==> src/rpc_pkg.sv <==
/*
  Shared constants and types of the RS-485 port configuration and timing block.
  Assumes a single system clock; every count here is in its own unit.
*/
package rpc_pkg;

  ////////////////////////////////////////////////////////////////////////////
  // Clock and time base
  localparam int CLK_HZ_DEF = 10_000_000;
  localparam int TICK_US = 10_000;
  localparam int TICKS_PER_SEC = 100;
  localparam int TICKS_PER_ERR_UNIT = 10;

  ////////////////////////////////////////////////////////////////////////////
  // Speed codes and bit rates
  localparam int SPEED_W = 3;
  localparam logic [2:0] SPEED_MAX = 3'h4;
  localparam int BAUD_MIN = 2400;
  localparam int BAUD_MAX = 38400;

  function automatic int baudOf(input logic [2:0] code);
    case (code)
      3'h0: baudOf = 2400;
      3'h1: baudOf = 4800;
      3'h2: baudOf = 9600;
      3'h3: baudOf = 19200;
      3'h4: baudOf = 38400;
      default: baudOf = 9600;
    endcase
  endfunction

  function automatic int bitDiv(input int clkHz, input logic [2:0] code);
    bitDiv = clkHz / baudOf(code);
  endfunction

  ////////////////////////////////////////////////////////////////////////////
  // Framing and protocol codes
  localparam logic LEN_8 = 1'b0;
  localparam logic STOP_TWO = 1'b0;
  localparam logic [1:0] PAR_NONE = 2'h0;
  localparam logic [1:0] PAR_EVEN = 2'h1;
  localparam logic [1:0] PAR_ODD = 2'h2;
  localparam logic [1:0] PROTO_RTU = 2'h0;
  localparam logic [1:0] PROTO_LOADER = 2'h1;
  localparam logic [1:0] PROTO_GP = 2'h2;
  localparam logic [1:0] ACT_TRIP = 2'h0;
  localparam logic [1:0] ACT_RUN_ON = 2'h1;
  localparam logic [1:0] ACT_RETRY = 2'h2;
  localparam int LM_FREQ_BIT = 0;
  localparam int LM_RUN_BIT = 1;

  ////////////////////////////////////////////////////////////////////////////
  // Timing field limits (seconds, 10 ms units, 0.1 s units)
  localparam int NR_W = 6;
  localparam int LAT_W = 7;
  localparam int ET_W = 10;
  localparam int NR_CNT_W = 13;
  localparam int NORESP_MAX = 60;
  localparam int LATENCY_MAX = 100;
  localparam int ERRTMR_MAX = 600;

  ////////////////////////////////////////////////////////////////////////////
  // Register map
  localparam int ADDR_W = 8;
  localparam logic [7:0] OFS_STD_CFG = 8'h00;
  localparam logic [7:0] OFS_STD_TIME = 8'h04;
  localparam logic [7:0] OFS_LINK_MODE = 8'h10;
  localparam logic [7:0] OFS_STATUS = 8'h14;
  localparam logic [7:0] OFS_MASK = 8'h18;
  localparam logic [7:0] OFS_STATE = 8'h1C;
  localparam int PORT_STRIDE = 8;
  localparam int CFG_SPEED_LSB = 0;
  localparam int CFG_LEN_BIT = 3;
  localparam int CFG_PAR_LSB = 4;
  localparam int CFG_STOP_BIT = 6;
  localparam int CFG_PROTO_LSB = 8;
  localparam int CFG_ACT_LSB = 10;
  localparam int TIME_NR_LSB = 0;
  localparam int TIME_LAT_LSB = 8;
  localparam int TIME_ET_LSB = 16;
  localparam int STATE_PORT_W = 8;
  localparam int ST_W = 4;
  localparam logic [2:0] RST_SPEED = 3'h2;
  localparam logic [1:0] RST_LINK_MODE = 2'h0;
  localparam logic [1:0] HTRANS_NONSEQ = 2'h2;
  localparam logic HRESP_OKAY = 1'b0;

  typedef enum logic [1:0] {ERR_IDLE, ERR_RUN_ON, ERR_RETRY, ERR_TRIPPED} rpc_err_state_t;

endpackage

==> src/rpc_frame_timing.sv <==
/*
  Per-port character framing and bit-period divider.
  Assumes codes are already range-checked by the register file.
*/
`timescale 1ns/1ps
module rpc_frame_timing #(
  parameter int CLK_HZ = rpc_pkg::CLK_HZ_DEF,
  parameter bit LOADER_OK = 1'b1
) (
  input wire logic clk,
  input wire logic arst_n,
  input wire logic [rpc_pkg::SPEED_W-1:0] speedCode,
  input wire logic charLenCode,
  input wire logic [1:0] parityCode,
  input wire logic stopBitsCode,
  input wire logic [1:0] protocolSel,
  output logic bitTick,
  output logic dataBits8,
  output logic parityEn,
  output logic parityOdd,
  output logic stopTwo
);
  import rpc_pkg::*;

  localparam int DIV_W = $clog2(CLK_HZ / BAUD_MIN + 1);

  if (CLK_HZ / BAUD_MAX < 2) begin : g_clk_too_slow
    $error("clock too slow for the fastest bit rate");
  end

  logic [DIV_W-1:0] divCnt_r;
  logic [DIV_W-1:0] divTop;
  logic isRtu;
  logic isLoader;

  assign divTop = DIV_W'(bitDiv(CLK_HZ, speedCode) - 1);
  assign isRtu = (protocolSel == PROTO_RTU);
  assign isLoader = LOADER_OK && (protocolSel == PROTO_LOADER);

  ////////////////////////////////////////////////////////////////////////////
  // Bit period by integer division of the system clock
  always_ff @(posedge clk or negedge arst_n) begin
    if (!arst_n) begin
      divCnt_r <= '0;
      bitTick <= 1'b0;
    end else if (divCnt_r >= divTop) begin
      divCnt_r <= '0;
      bitTick <= 1'b1;
    end else begin
      divCnt_r <= divCnt_r + 1'b1;
      bitTick <= 1'b0;
    end
  end

  ////////////////////////////////////////////////////////////////////////////
  // Framing with protocol overrides
  always_ff @(posedge clk or negedge arst_n) begin
    if (!arst_n) begin
      dataBits8 <= 1'b1;
      parityEn <= 1'b0;
      parityOdd <= 1'b0;
      stopTwo <= 1'b1;
    end else begin
      dataBits8 <= isRtu || isLoader || (charLenCode == LEN_8);
      if (isLoader) begin
        parityEn <= 1'b1;
        parityOdd <= 1'b0;
        stopTwo <= 1'b0;
      end else begin
        parityEn <= (parityCode == PAR_EVEN) || (parityCode == PAR_ODD);
        parityOdd <= (parityCode == PAR_ODD);
        if (isRtu) begin
          stopTwo <= !((parityCode == PAR_EVEN) || (parityCode == PAR_ODD));
        end else begin
          stopTwo <= (stopBitsCode == STOP_TWO);
        end
      end
    end
  end

endmodule

==> src/rpc_port_config_timing.sv <==
/*
  Configuration and timing of the standard and optional RS-485 ports:
  framing, protocol choice, no-response watchdog, reply latency, error
  processing, link-mode routing, AHB-Lite register slave and interrupt.
  Assumes the serial engines report accesses, queries and frame errors as
  one-cycle pulses synchronous to clk.
*/
// The AHB-Lite interface to the registers and the placing of the registers were chosen for this implementation.
`timescale 1ns/1ps
module rpc_port_config_timing #(
  parameter int CLK_HZ = rpc_pkg::CLK_HZ_DEF,
  parameter int TICK_CYCLES = rpc_pkg::CLK_HZ_DEF / 1_000_000 * rpc_pkg::TICK_US
) (
  input wire logic clk,
  input wire logic arst_n,
  input wire logic hsel,
  input wire logic [31:0] haddr,
  input wire logic [1:0] htrans,
  input wire logic hwrite,
  input wire logic [2:0] hsize,
  input wire logic [31:0] hwdata,
  input wire logic hready,
  output logic hreadyout,
  output logic [31:0] hrdata,
  output logic hresp,
  input wire logic stdAccessValid,
  input wire logic stdQueryDone,
  input wire logic stdFrameError,
  input wire logic optAccessValid,
  input wire logic optQueryDone,
  input wire logic optFrameError,
  input wire logic driveRunning,
  input wire logic hostFreqFromLink,
  input wire logic hostRunFromLink,
  output logic stdBitTick,
  output logic stdDataBits8,
  output logic stdParityEn,
  output logic stdParityOdd,
  output logic stdStopTwo,
  output logic stdReplyGo,
  output logic stdTrip,
  output logic optBitTick,
  output logic optDataBits8,
  output logic optParityEn,
  output logic optParityOdd,
  output logic optStopTwo,
  output logic optReplyGo,
  output logic optTrip,
  output logic freqFromLink,
  output logic runFromLink,
  output logic irq
);
  import rpc_pkg::*;

  localparam int NPORT = 2;
  localparam int TICK_W = $clog2(TICK_CYCLES + 1);

  if (TICK_CYCLES < 1) begin : g_bad_tick
    $error("TICK_CYCLES must be at least one");
  end

  ////////////////////////////////////////////////////////////////////////////
  // Helpers
  function automatic logic [ADDR_W-1:0] cfgOfs(input int p);
    cfgOfs = ADDR_W'(int'(OFS_STD_CFG) + p * PORT_STRIDE);
  endfunction

  function automatic logic [ADDR_W-1:0] timeOfs(input int p);
    timeOfs = ADDR_W'(int'(OFS_STD_TIME) + p * PORT_STRIDE);
  endfunction

  function automatic logic [15:0] sat(input logic [15:0] v, input int mx);
    sat = (int'(v) > mx) ? 16'(mx) : v;
  endfunction

  function automatic logic protoOk(input int p, input logic [1:0] code);
    protoOk = (code == PROTO_RTU) || (code == PROTO_GP) || (p == 0 && code == PROTO_LOADER);
  endfunction

  ////////////////////////////////////////////////////////////////////////////
  // Declarations
  logic take;
  logic wrPend_r;
  logic rdPend_r;
  logic addrHit_r;
  logic [ADDR_W-1:0] addr_r;
  logic [31:0] rdMux;
  logic wrHit;
  logic [SPEED_W-1:0] speedR [NPORT];
  logic lenR [NPORT];
  logic [1:0] parR [NPORT];
  logic stopR [NPORT];
  logic [1:0] protoR [NPORT];
  logic [1:0] actR [NPORT];
  logic [NR_W-1:0] nrR [NPORT];
  logic [LAT_W-1:0] latR [NPORT];
  logic [ET_W-1:0] etR [NPORT];
  logic [1:0] linkMode_r;
  logic [ST_W-1:0] status_r;
  logic [ST_W-1:0] mask_r;
  logic [ST_W-1:0] stSet;
  logic [ST_W-1:0] stClr;
  logic [NPORT-1:0] accV;
  logic [NPORT-1:0] qDone;
  logic [NPORT-1:0] frErr;
  logic [NPORT-1:0] tripClr;
  logic [NPORT-1:0] errEvt;
  logic [NPORT-1:0] bitTickP;
  logic [NPORT-1:0] bits8P;
  logic [NPORT-1:0] parEnP;
  logic [NPORT-1:0] parOddP;
  logic [NPORT-1:0] stop2P;
  logic [TICK_W-1:0] tickCnt_r;
  logic baseTick;
  logic [NR_CNT_W-1:0] nrCnt_r [NPORT];
  logic [NPORT-1:0] nrTimeout_r;
  logic [TICK_W-1:0] latPre_r [NPORT];
  logic [LAT_W-1:0] latCnt_r [NPORT];
  logic [NPORT-1:0] latBusy_r;
  logic [NPORT-1:0] replyGo_r;
  rpc_err_state_t errState_r [NPORT];
  logic [3:0] etSub_r [NPORT];
  logic [ET_W-1:0] etCnt_r [NPORT];
  logic [NPORT-1:0] commErr_r;
  logic [NPORT-1:0] tripEvt_r;
  logic linkSourced;

  assign accV = {optAccessValid, stdAccessValid};
  assign qDone = {optQueryDone, stdQueryDone};
  assign frErr = {optFrameError, stdFrameError};

  ////////////////////////////////////////////////////////////////////////////
  // AHB-Lite slave: writes zero wait, reads one wait state
  assign take = hsel && (htrans == HTRANS_NONSEQ) && hready;
  assign hreadyout = !rdPend_r;
  assign hresp = HRESP_OKAY;
  assign wrHit = wrPend_r && addrHit_r;

  always_ff @(posedge clk or negedge arst_n) begin
    if (!arst_n) begin
      wrPend_r <= 1'b0;
      rdPend_r <= 1'b0;
      addrHit_r <= 1'b0;
      addr_r <= '0;
    end else begin
      wrPend_r <= take && hwrite;
      rdPend_r <= take && !hwrite;
      if (take) begin
        addr_r <= haddr[ADDR_W-1:0];
        addrHit_r <= (haddr[31:ADDR_W] == '0) && (haddr[1:0] == 2'h0);
      end
    end
  end

  always_comb begin
    rdMux = 32'h0000_0000;
    if (addrHit_r) begin
      for (int p = 0; p < NPORT; p++) begin
        if (addr_r == cfgOfs(p)) begin
          rdMux[CFG_SPEED_LSB +: SPEED_W] = speedR[p];
          rdMux[CFG_LEN_BIT] = lenR[p];
          rdMux[CFG_PAR_LSB +: 2] = parR[p];
          rdMux[CFG_STOP_BIT] = stopR[p];
          rdMux[CFG_PROTO_LSB +: 2] = protoR[p];
          rdMux[CFG_ACT_LSB +: 2] = actR[p];
        end
        if (addr_r == timeOfs(p)) begin
          rdMux[TIME_NR_LSB +: NR_W] = nrR[p];
          rdMux[TIME_LAT_LSB +: LAT_W] = latR[p];
          rdMux[TIME_ET_LSB +: ET_W] = etR[p];
        end
        if (addr_r == OFS_STATE) begin
          rdMux[p * STATE_PORT_W] = (errState_r[p] == ERR_TRIPPED);
          rdMux[p * STATE_PORT_W + 1] = latBusy_r[p];
          rdMux[p * STATE_PORT_W + 2 +: 2] = errState_r[p];
        end
      end
      if (addr_r == OFS_LINK_MODE) begin
        rdMux[1:0] = linkMode_r;
      end
      if (addr_r == OFS_STATUS) begin
        rdMux[ST_W-1:0] = status_r;
      end
      if (addr_r == OFS_MASK) begin
        rdMux[ST_W-1:0] = mask_r;
      end
    end
  end

  always_ff @(posedge clk or negedge arst_n) begin
    if (!arst_n) begin
      hrdata <= 32'h0000_0000;
    end else if (rdPend_r) begin
      hrdata <= rdMux;
    end
  end

  ////////////////////////////////////////////////////////////////////////////
  // Port configuration registers, illegal speed, parity and protocol codes leave the old value
  always_ff @(posedge clk or negedge arst_n) begin
    if (!arst_n) begin
      for (int p = 0; p < NPORT; p++) begin
        speedR[p] <= RST_SPEED;
        lenR[p] <= LEN_8;
        parR[p] <= PAR_NONE;
        stopR[p] <= STOP_TWO;
        protoR[p] <= PROTO_RTU;
        actR[p] <= ACT_TRIP;
        nrR[p] <= '0;
        latR[p] <= '0;
        etR[p] <= '0;
      end
    end else if (wrHit) begin
      for (int p = 0; p < NPORT; p++) begin
        if (addr_r == cfgOfs(p)) begin
          if (hwdata[CFG_SPEED_LSB +: SPEED_W] <= SPEED_MAX) begin
            speedR[p] <= hwdata[CFG_SPEED_LSB +: SPEED_W];
          end
          lenR[p] <= hwdata[CFG_LEN_BIT];
          if (hwdata[CFG_PAR_LSB +: 2] <= PAR_ODD) begin
            parR[p] <= hwdata[CFG_PAR_LSB +: 2];
          end
          stopR[p] <= hwdata[CFG_STOP_BIT];
          if (protoOk(p, hwdata[CFG_PROTO_LSB +: 2])) begin
            protoR[p] <= hwdata[CFG_PROTO_LSB +: 2];
          end
          actR[p] <= hwdata[CFG_ACT_LSB +: 2];
        end
        if (addr_r == timeOfs(p)) begin
          nrR[p] <= NR_W'(sat(16'(hwdata[TIME_NR_LSB +: 8]), NORESP_MAX));
          latR[p] <= LAT_W'(sat(16'(hwdata[TIME_LAT_LSB +: 8]), LATENCY_MAX));
          etR[p] <= ET_W'(sat(hwdata[TIME_ET_LSB +: 16], ERRTMR_MAX));
        end
      end
    end
  end

  ////////////////////////////////////////////////////////////////////////////
  // Link mode, never retained: reset value on every power-up
  always_ff @(posedge clk or negedge arst_n) begin
    if (!arst_n) begin
      linkMode_r <= RST_LINK_MODE;
    end else if (wrHit && addr_r == OFS_LINK_MODE) begin
      linkMode_r <= hwdata[1:0];
    end
  end

  always_ff @(posedge clk or negedge arst_n) begin
    if (!arst_n) begin
      freqFromLink <= 1'b0;
      runFromLink <= 1'b0;
    end else begin
      freqFromLink <= linkMode_r[LM_FREQ_BIT] || hostFreqFromLink;
      runFromLink <= linkMode_r[LM_RUN_BIT] || hostRunFromLink;
    end
  end

  assign linkSourced = freqFromLink || runFromLink;

  ////////////////////////////////////////////////////////////////////////////
  // Framing units
  for (genvar g = 0; g < NPORT; g++) begin : g_port
    rpc_frame_timing #(
      .CLK_HZ(CLK_HZ),
      .LOADER_OK(g == 0)
    ) u_frame (
      .clk(clk),
      .arst_n(arst_n),
      .speedCode(speedR[g]),
      .charLenCode(lenR[g]),
      .parityCode(parR[g]),
      .stopBitsCode(stopR[g]),
      .protocolSel(protoR[g]),
      .bitTick(bitTickP[g]),
      .dataBits8(bits8P[g]),
      .parityEn(parEnP[g]),
      .parityOdd(parOddP[g]),
      .stopTwo(stop2P[g])
    );
  end

  ////////////////////////////////////////////////////////////////////////////
  // 10 ms base tick shared by watchdog and error timer
  assign baseTick = (tickCnt_r == TICK_W'(TICK_CYCLES - 1));

  always_ff @(posedge clk or negedge arst_n) begin
    if (!arst_n) begin
      tickCnt_r <= '0;
    end else if (baseTick) begin
      tickCnt_r <= '0;
    end else begin
      tickCnt_r <= tickCnt_r + 1'b1;
    end
  end

  ////////////////////////////////////////////////////////////////////////////
  // No-response watchdog
  always_ff @(posedge clk or negedge arst_n) begin
    if (!arst_n) begin
      for (int p = 0; p < NPORT; p++) begin
        nrCnt_r[p] <= '0;
      end
      nrTimeout_r <= '0;
    end else begin
      for (int p = 0; p < NPORT; p++) begin
        nrTimeout_r[p] <= 1'b0;
        if (nrR[p] == '0 || accV[p]) begin
          nrCnt_r[p] <= '0;
        end else if (baseTick) begin
          if (int'(nrCnt_r[p]) + 1 >= int'(nrR[p]) * TICKS_PER_SEC) begin
            nrCnt_r[p] <= '0;
            nrTimeout_r[p] <= 1'b1;
          end else begin
            nrCnt_r[p] <= nrCnt_r[p] + 1'b1;
          end
        end
      end
    end
  end

  ////////////////////////////////////////////////////////////////////////////
  // Reply latency, counted in whole ticks from the end of the query
  always_ff @(posedge clk or negedge arst_n) begin
    if (!arst_n) begin
      for (int p = 0; p < NPORT; p++) begin
        latPre_r[p] <= '0;
        latCnt_r[p] <= '0;
      end
      latBusy_r <= '0;
      replyGo_r <= '0;
    end else begin
      for (int p = 0; p < NPORT; p++) begin
        replyGo_r[p] <= 1'b0;
        if (qDone[p]) begin
          latBusy_r[p] <= 1'b1;
          latPre_r[p] <= '0;
          latCnt_r[p] <= '0;
        end else if (latBusy_r[p]) begin
          if (latCnt_r[p] >= latR[p]) begin
            latBusy_r[p] <= 1'b0;
            replyGo_r[p] <= 1'b1;
          end else if (latPre_r[p] == TICK_W'(TICK_CYCLES - 1)) begin
            latPre_r[p] <= '0;
            latCnt_r[p] <= latCnt_r[p] + 1'b1;
          end else begin
            latPre_r[p] <= latPre_r[p] + 1'b1;
          end
        end
      end
    end
  end

  ////////////////////////////////////////////////////////////////////////////
  // Error processing
  always_comb begin
    for (int p = 0; p < NPORT; p++) begin
      errEvt[p] = (nrTimeout_r[p] || frErr[p]) && driveRunning && linkSourced;
      tripClr[p] = wrHit && (addr_r == OFS_STATUS) && hwdata[2 * p + 1];
    end
  end

  always_ff @(posedge clk or negedge arst_n) begin
    if (!arst_n) begin
      for (int p = 0; p < NPORT; p++) begin
        errState_r[p] <= ERR_IDLE;
        etSub_r[p] <= '0;
        etCnt_r[p] <= '0;
      end
      commErr_r <= '0;
      tripEvt_r <= '0;
    end else begin
      for (int p = 0; p < NPORT; p++) begin
        commErr_r[p] <= errEvt[p];
        tripEvt_r[p] <= 1'b0;
        case (errState_r[p])
          ERR_IDLE: begin
            etSub_r[p] <= '0;
            etCnt_r[p] <= '0;
            if (errEvt[p]) begin
              case (actR[p])
                ACT_TRIP: begin
                  errState_r[p] <= ERR_TRIPPED;
                  tripEvt_r[p] <= 1'b1;
                end
                ACT_RUN_ON: errState_r[p] <= ERR_RUN_ON;
                ACT_RETRY: errState_r[p] <= ERR_RETRY;
                default: errState_r[p] <= ERR_IDLE;
              endcase
            end
          end
          ERR_RUN_ON, ERR_RETRY: begin
            if (errState_r[p] == ERR_RETRY && accV[p]) begin
              errState_r[p] <= ERR_IDLE;
            end else if (etCnt_r[p] >= etR[p]) begin
              errState_r[p] <= ERR_TRIPPED;
              tripEvt_r[p] <= 1'b1;
            end else if (baseTick) begin
              if (etSub_r[p] == 4'(TICKS_PER_ERR_UNIT - 1)) begin
                etSub_r[p] <= '0;
                etCnt_r[p] <= etCnt_r[p] + 1'b1;
              end else begin
                etSub_r[p] <= etSub_r[p] + 1'b1;
              end
            end
          end
          ERR_TRIPPED: begin
            if (tripClr[p]) begin
              errState_r[p] <= ERR_IDLE;
            end
          end
          default: errState_r[p] <= ERR_IDLE;
        endcase
      end
    end
  end

  ////////////////////////////////////////////////////////////////////////////
  // Interrupt status, set wins over write-one-to-clear
  always_comb begin
    stSet = '0;
    stClr = '0;
    for (int p = 0; p < NPORT; p++) begin
      stSet[2 * p] = commErr_r[p];
      stSet[2 * p + 1] = tripEvt_r[p];
    end
    if (wrHit && addr_r == OFS_STATUS) begin
      stClr = hwdata[ST_W-1:0];
    end
  end

  always_ff @(posedge clk or negedge arst_n) begin
    if (!arst_n) begin
      status_r <= '0;
      mask_r <= '0;
    end else begin
      status_r <= (status_r & ~stClr) | stSet;
      if (wrHit && addr_r == OFS_MASK) begin
        mask_r <= hwdata[ST_W-1:0];
      end
    end
  end

  assign irq = |(status_r & mask_r);

  ////////////////////////////////////////////////////////////////////////////
  // Port outputs
  assign stdBitTick = bitTickP[0];
  assign stdDataBits8 = bits8P[0];
  assign stdParityEn = parEnP[0];
  assign stdParityOdd = parOddP[0];
  assign stdStopTwo = stop2P[0];
  assign stdReplyGo = replyGo_r[0];
  assign stdTrip = (errState_r[0] == ERR_TRIPPED);
  assign optBitTick = bitTickP[1];
  assign optDataBits8 = bits8P[1];
  assign optParityEn = parEnP[1];
  assign optParityOdd = parOddP[1];
  assign optStopTwo = stop2P[1];
  assign optReplyGo = replyGo_r[1];
  assign optTrip = (errState_r[1] == ERR_TRIPPED);

endmodule

==> config.mk <==
export PLATFORM = sky130hd
export DESIGN_NAME = rpc_port_config_timing
export DESIGN_NICKNAME = d
export VERILOG_FILES = /design/src/rpc_pkg.sv /design/src/rpc_frame_timing.sv /design/src/rpc_port_config_timing.sv
export SDC_FILE = /design/constraint.sdc
export NUM_CORES = 1
export LEC_CHECK = 0
export BUFFER_PORTS_ARGS = -buffer_cell sky130_fd_sc_hd__buf_2
export CORE_MARGIN = 3
export CORE_UTILIZATION = 45
export CTS_BUF_LIST = sky130_fd_sc_hd__clkbuf_2 sky130_fd_sc_hd__clkbuf_4 sky130_fd_sc_hd__clkbuf_8
export DETAILED_ROUTE_END_ITERATION = 12
export PLACE_DENSITY = 0.63
export SYNTH_ARGS = -nofsm -noshare
export SYNTH_HDL_FRONTEND = slang
export SYNTH_SLANG_ARGS = --single-unit
==> constraint.sdc <==
create_clock -name clk -period 119.8 [get_ports clk]
set_input_delay 23.96 -clock clk [delete_from_list [all_inputs] [get_ports clk]]
set_output_delay 23.96 -clock clk [all_outputs]
set_load 0.1 [all_outputs]
== Word-level counts from Yosys, hierarchy flattened ==
Cells that the tools add are included.

* Divide/modulo/power cells: 2
* Add/sub/neg operators: 17
* Shift-type cells: 0
* Multiplexer cells: 116
* $lt $le $gt $ge: 13
* $mul: 2
* Eq/ne operators: 52
* Bitwise operators: 8
* Reductions and logical operators: 80

{| class="wikitable"
|+ Operator list
! cell !! count
|-
| two-way mux 17 bit || 9
|-
| case mux 16 bit (4 select lines) || 2
|-
| two-way mux 10 bit || 12
|-
| two-way mux 7 bit || 15
|-
| two-way mux 13 bit || 8
|-
| divider 25 x 32 -> 32 bit (first input constant) || 2
|-
| two-way mux 4 bit || 15
|-
| adder 13 x 1 -> 13 bit (second input constant) || 4
|-
| adder 17 x 1 -> 17 bit (second input constant) || 3
|-
| equality test 17 bit (second input constant) || 3
|-
| case mux 10 bit (2 select lines) || 2
|-
| two-way mux 1 bit || 33
|-
| equality test 8 x 5 -> 1 bit (second input constant) || 4
|-
| AND reduction 3 bit || 10
|-
| adder 13 x 1 -> 14 bit (second input constant) || 2
|-
| greater-or-equal comparator 14 x 13 -> 1 bit || 2
|-
| greater-or-equal comparator 13 bit || 2
|-
| subtractor 13 x 2 -> 13 bit (second input constant) || 2
|-
| logical NOT 24 bit || 1
|-
| inequality test 2 bit (second input constant) || 12
|-
| case mux 2 bit (3 select lines) || 4
|-
| multiplier 6 x 5 -> 11 bit (second input constant) || 2
|-
| adder 10 x 1 -> 10 bit (second input constant) || 2
|-
| equality test 2 bit (second input constant) || 10
|-
| other kinds (39) || 129
|}

* Output and inout port bits: 51
* Logic and storage cells: 348
* Bits of input ports: 83
* Bits in registers: 284
* Memories: 0
* Latch bits: 0
* ROM bits: 0
* Bits in writable memories: 0

== Logic depth before layout (Yosys ltp) ==
* Depth in word-level cells: 10
* Mapped depth: 254
* Gate-level depth less buffers: 230

== Cells and area by module ==
Synthesis repeated with hierarchy kept, for this count alone.

* Cell total of the unflattened synthesis: 5246
* Area total of the unflattened synthesis: 40515.1 µm²

{| class="wikitable"
|+ Modules (own cells, without submodules)
! module !! area each (µm²) !! times used !! cells an instance !! sequential area each (µm²)
|-
| rpc_port_config_timing || 14846.7 || 1 || 1571 || 6208.5
|-
| rpc_frame_timing at g_port[1].u_frame || 13291.5 || 1 || 1895 || 452.9
|-
| rpc_frame_timing at g_port[0].u_frame || 12376.9 || 1 || 1780 || 452.9
|}

== Worst setup path before layout ==
Ideal clock, no wire load.

* Kind: reg2reg
* Start: register speedR[1] in the netlist's numbering
* End: register g_port[1].u_frame.divCnt_r[10]
* Stages on the path, launching flop included: 233
* Period minus slack after synthesis: 44.039 ns
* Setup time: 0.072 ns
* Data arrival time: 43.967 ns
* Setup slack: 75.761 ns
* Required time: 119.728 ns
* Path buffers: 19
* Cells stage by stage: dfstp_2 -> clkbuf_1 -> and3_1 -> clkinv_1 -> nand2_1 -> inv_1 -> ha_1 -> and3_1 -> a211oi_1 -> or2_2 -> mux2_2 -> ha_1 -> nand2_1 -> a211o_1 -> o21a_1 -> o211ai_2 -> nand2_1 -> inv_2 -> (+197 left out) -> o22a_1 -> or2_1 -> nor3b_2 -> xor2_1 -> ha_1 -> nor2b_1 -> o21a_1 -> o21ai_0 -> nand2b_1 -> a21oi_1 -> o21ai_0 -> a21oi_1 -> nor2b_1 -> o21ai_0 -> nand2_1 -> a21o_1 -> buf_1 -> nor2_1

* Longest elaborated chain between the ends: 6
* Elaborated cells on any way between the ends: 9
* Those cells by class: add/sub (1); div (1); order compare (1); eq/ne (3); mux (2); reduce/logical (1)

{| class="wikitable"
|+ RTL lines
! what !! line !! RTL
|-
| start: declaration || rpc_port_config_timing.sv:89 || <nowiki>logic [SPEED_W-1:0] speedR [NPORT];</nowiki>
|-
| start signal: indexed assignment || rpc_port_config_timing.sv:217 || <nowiki>speedR[p] <= hwdata[CFG_SPEED_LSB +: SPEED_W];</nowiki>
|-
| equality test 3 bit, or another cell as far along || rpc_pkg.sv:22 || <nowiki>case (code)</nowiki>
|-
| case mux 16 bit (4 select lines) * || rpc_pkg.sv:22 ||
|-
| divider 25 x 32 -> 32 bit * || rpc_pkg.sv:33 || <nowiki>bitDiv = clkHz / baudOf(code);</nowiki>
|-
| subtractor 13 x 2 -> 13 bit * || rpc_frame_timing.sv:36 || <nowiki>assign divTop = DIV_W'(bitDiv(CLK_HZ, speedCode) - 1);</nowiki>
|-
| greater-or-equal comparator 13 bit * || rpc_frame_timing.sv:46 || <nowiki>end else if (divCnt_r >= divTop) begin</nowiki>
|-
| two-way mux 13 bit * || rpc_frame_timing.sv:46 ||
|-
| end signal: assignment || rpc_frame_timing.sv:50 || <nowiki>divCnt_r <= divCnt_r + 1'b1;</nowiki>
|-
| end: declaration || rpc_frame_timing.sv:31 || <nowiki>logic [DIV_W-1:0] divCnt_r;</nowiki>
|}

Every way passes the cells marked *; elsewhere a longest branch is shown, timed or not.
A chain may end at the register's enable or synchronous reset.

== Final worst setup path ==
* Start: register speedR[1] in the netlist's numbering
* End: register g_port[1].u_frame.divCnt_r[6]

Same word-level chain as after synthesis.

==> metrics <==
Crit Path Class=flop to flop; Pre-antenna DRT Iters=6; share of Yosys cell area claimed by the top area cell type=0.168; maximum number of pins on one net before global-route repair=between 150 and 200; Critical Path AT=52020 ps; flip-flop cell with the highest count after synthesis=sky130_fd_sc_hd__dfrtp_1; Reg2Reg Setup Slack=68280 ps; final period demand of the worst path=51520 ps; largest fanout on the critical path=30; data required time of the critical path=120300 ps; highest achievable clock rate=slightly below 20 MHz; synthesized instance count=5451; Switching Fraction=0.566; cell depth of the worst min-delay path=1; Leak Pwr=19.9 nW; count of buffers added by post-CTS timing repair for setup=0; detailed-route wire length per cell=18.9 um; unrepaired setup endpoints after global routing=no; period utilization=0.430; row cnt=110; # DRC=0; clock slew at the register clock pins of the worst setup and hold paths=~60 ps; clock insertion delay at the later pin of the skew report=around 610 ps; chip height=309 um; critical path's most frequent cell=sky130_fd_sc_hd__a21oi_1; clock tree from TritonCTS=done; final-layout worst hold slack=about 420 ps; Hold Startpoint=lenR[1]; post-placement setup slack=69430 ps; clock tree sinks=284; Num CTS Buffers=50; CP endpoint kind=flop; count of unique library cells instantiated by Yosys=139; setup skew after layout=53.6 ps; Die Area=about 0.095 sq mm; share of synthesized flip-flops with an asynchronous set or reset=1.00; Non-Filler Cell Area, Final=roughly 0.044 sq mm; register bit total from synthesis=284; detailed-placement wirelength estimate=94600 um; reported net switching power=0.806 mW; list of most frequent post-synthesis cells=554 x sky130_fd_sc_hd__nor2_1, 547 x sky130_fd_sc_hd__nand2_1, 449 x sky130_fd_sc_hd__ha_1; reg2reg start=speedR[1]; crit start category=flop; netlist area before placement=0.0413 sq mm; placed instance area=between 0.04 and 0.05 sq mm; synthesis-to-layout area growth=7.54%; vias after detailed routing=41629; Finish-stage setup viols=0; dominant cell type by area after synthesis=sky130_fd_sc_hd__dfrtp_1; Max transition margin=0.173; final-layout setup total negative slack=0 ps; final hold violation count=0; post-detailed-route via-to-cell ratio=6.19; number of global-route vias before repair=39265; number of cells on the worst reg-to-reg path=218; root cell of the clock tree=sky130_fd_sc_hd__clkbuf_8; kind of path behind the tightest hold check=flop to flop; total congestion overflow=0; final critical-path setup slack=approximately 68000 ps; mean post-synth cell area=7.58 sq um; count of flip-flops with a built-in enable after synthesis=0; Placer Congestion=roughly 0.91; hold path endpoint=g_port[0].u_frame.dataBits8; largest cells by area after synthesis=sky130_fd_sc_hd__dfrtp_1 17%, sky130_fd_sc_hd__ha_1 14%, sky130_fd_sc_hd__nor2_1 5.0%, sky130_fd_sc_hd__nand2_1 5.0%, sky130_fd_sc_hd__a21oi_1 4.5%; footprint of the multi-input gates=0.0328 sq mm; part of the power in registers=0.073; Logic pwr share=0.855; area of the core=0.0906 sq mm; actual slew at the worst max-slew pin=approximately 1200 ps; PortBufs=121; most frequent cell after synthesis=sky130_fd_sc_hd__nor2_1; result of the run=finished clean; part of the Yosys area used for sequential elements=0.172; total of cells resized after clock tree synthesis=0; CTS Hold Buffers Added=0; Max VDD drop=0.0000317 V; number of inserted filler cells in the final layout=8961; number of max-slew violations in the final report=0; Reg area=0.00711 sq mm; number of top-level pins=134; number of DRC markers in iteration 0=3249; Max-cap violations=0; die span in x=309 um; Initial Util=0.456; Routed Wire Length=127000 um; number of warning messages in the yosys log=0; remaining number of nets flagged by the antenna check after routing=0; depth of the CTS H-tree=2; final net count=approximately 6000; first-pass GRT wire length=between 200000 and 250000 um; cell at the slowest stage of the critical path=sky130_fd_sc_hd__dfstp_2; number of placed cells counting well taps=6634; antenna violations before repair=4; clock network fraction of design power=0.073; worst r2r dst=g_port[1].u_frame.divCnt_r[6]; fin cells=a little under 7000; gr usage total=0.257; Cell Int Power=0.618 mW; diodes inserted=0; worst-case clock buffer depth=3; PD cells=32.0 mW/mm^2; layout cells sized above 1=0.105; largest incremental delay on the critical path=810 ps
==> layout by cell type (no fill, tap or decap), types with 38 or more instances in the layout <==
cell,netlist,routed
sky130_fd_sc_hd__nand2b_1,93,93
sky130_fd_sc_hd__or2_2,44,45
sky130_fd_sc_hd__dfrtp_1,278,278
sky130_fd_sc_hd__mux2i_1,71,69
sky130_fd_sc_hd__and2_1,76,76
sky130_fd_sc_hd__mux2_2,76,76
sky130_fd_sc_hd__xor2_1,150,150
sky130_fd_sc_hd__ha_1,449,449
sky130_fd_sc_hd__inv_1,168,167
sky130_fd_sc_hd__nor2b_1,67,66
sky130_fd_sc_hd__buf_2,44,120
sky130_fd_sc_hd__xnor2_1,201,201
sky130_fd_sc_hd__o211ai_1,52,52
sky130_fd_sc_hd__nor3_1,124,122
sky130_fd_sc_hd__and3_1,90,90
sky130_fd_sc_hd__nand2_1,547,547
sky130_fd_sc_hd__a22oi_1,38,38
sky130_fd_sc_hd__nor2_1,554,552
sky130_fd_sc_hd__a31oi_1,75,75
sky130_fd_sc_hd__a21oi_1,374,373
sky130_fd_sc_hd__a211oi_1,58,58
sky130_fd_sc_hd__o31ai_1,49,49
sky130_fd_sc_hd__or3_1,60,60
sky130_fd_sc_hd__a21o_1,133,133
sky130_fd_sc_hd__buf_4,14,78
sky130_fd_sc_hd__o21a_1,66,66
sky130_fd_sc_hd__nand3_1,184,184
sky130_fd_sc_hd__nand4_1,95,95
sky130_fd_sc_hd__o21ai_0,362,362
sky130_fd_sc_hd__clkbuf_8,0,62
==> power groups by stage <==
stage                     clock [mW]  combinational [mW]  sequential [mW]
final                          0.103                1.22            0.104
after global routing           0.111                1.34            0.104
after CTS                      0.106                1.19            0.104
after detailed placement           0                1.18            0.105
after global placement             0                1.17            0.105
after floorplan                    0               0.935            0.106
==> layout make-up <==
class                   instances  share of cell area
clock buffers                  74              0.0212
clock inverters                18             0.00510
inverters                     177              0.0150
multi-input cells            4797               0.738
flip-flops and latches        284               0.160
well taps                    1176              0.0331
repair buffers                200              0.0275
==> metrics by stage <==
step,total power [mW],utilization
after floorplan,1.04,-
after global placement,1.28,0.478
after detailed placement,1.29,0.478
after CTS,1.40,0.491
after global routing,1.55,0.491
final,1.42,0.491
==> routing by layer <==
layer,global-route usage,vias up,wire length (um),share of wire
met2,0.435,1235,58600,0.46
met4,0.0607,6,2980,0.023
met5,0,-,36,0.00028
met1,0.353,19760,58500,0.46
li1,-,20406,-,-
met3,0.0242,222,6910,0.054
==> how the worst max path moves through the flow <==
stage               from                        endpoint  slack (ps)  depth (start not counted)
2_1_floorplan  speedR[1]  g_port[1].u_frame.divCnt_r[10]       75760                        232
3_3_place_gp   speedR[1]   g_port[1].u_frame.divCnt_r[7]       69800                        218
3_5_place_dp   speedR[1]   g_port[1].u_frame.divCnt_r[6]       69430                        219
4_1_cts        speedR[1]   g_port[1].u_frame.divCnt_r[6]       69170                        217
5_1_grt        speedR[1]   g_port[1].u_frame.divCnt_r[8]       64320                        219
6_report       speedR[1]   g_port[1].u_frame.divCnt_r[6]       68280                        218
==> critical path, delay by kind of cell (launching register included) <==
kind | cells | cell delay, ps
compound gates | 102 | 22020
simple gates | 77 | 18120
fa+ha+maj | 20 | 5890
buf+inv | 13 | 3050
mux | 4 | 1080
flops | 1 | 810
xor+xnor | 2 | 320
==> registers in the layout (all words and copies together) (netlist names), 6 cells and up <==
signal / count
g_port.u_frame.divCnt_r: 26
nrCnt_r: 26
addr_r: 8
latR: 14
latCnt_r: 14
latPre_r: 34
etCnt_r: 20
hrdata: 24
etR: 20
speedR: 6
etSub_r: 8
tickCnt_r: 17
nrR: 12
==> cells by family after synthesis <==
logic type      count (synthesis)  share of synthesized area
buf+inv                       395                     0.0389
other cells                     2                   0.000182
simple gates                 2145                      0.262
compound gates               1670                      0.275
fa+ha+maj                     451                      0.137
flops                         284                      0.172
xor+xnor                      353                     0.0753
mux                           151                     0.0392
Note: power is estimated with default switching activity, not from simulation.
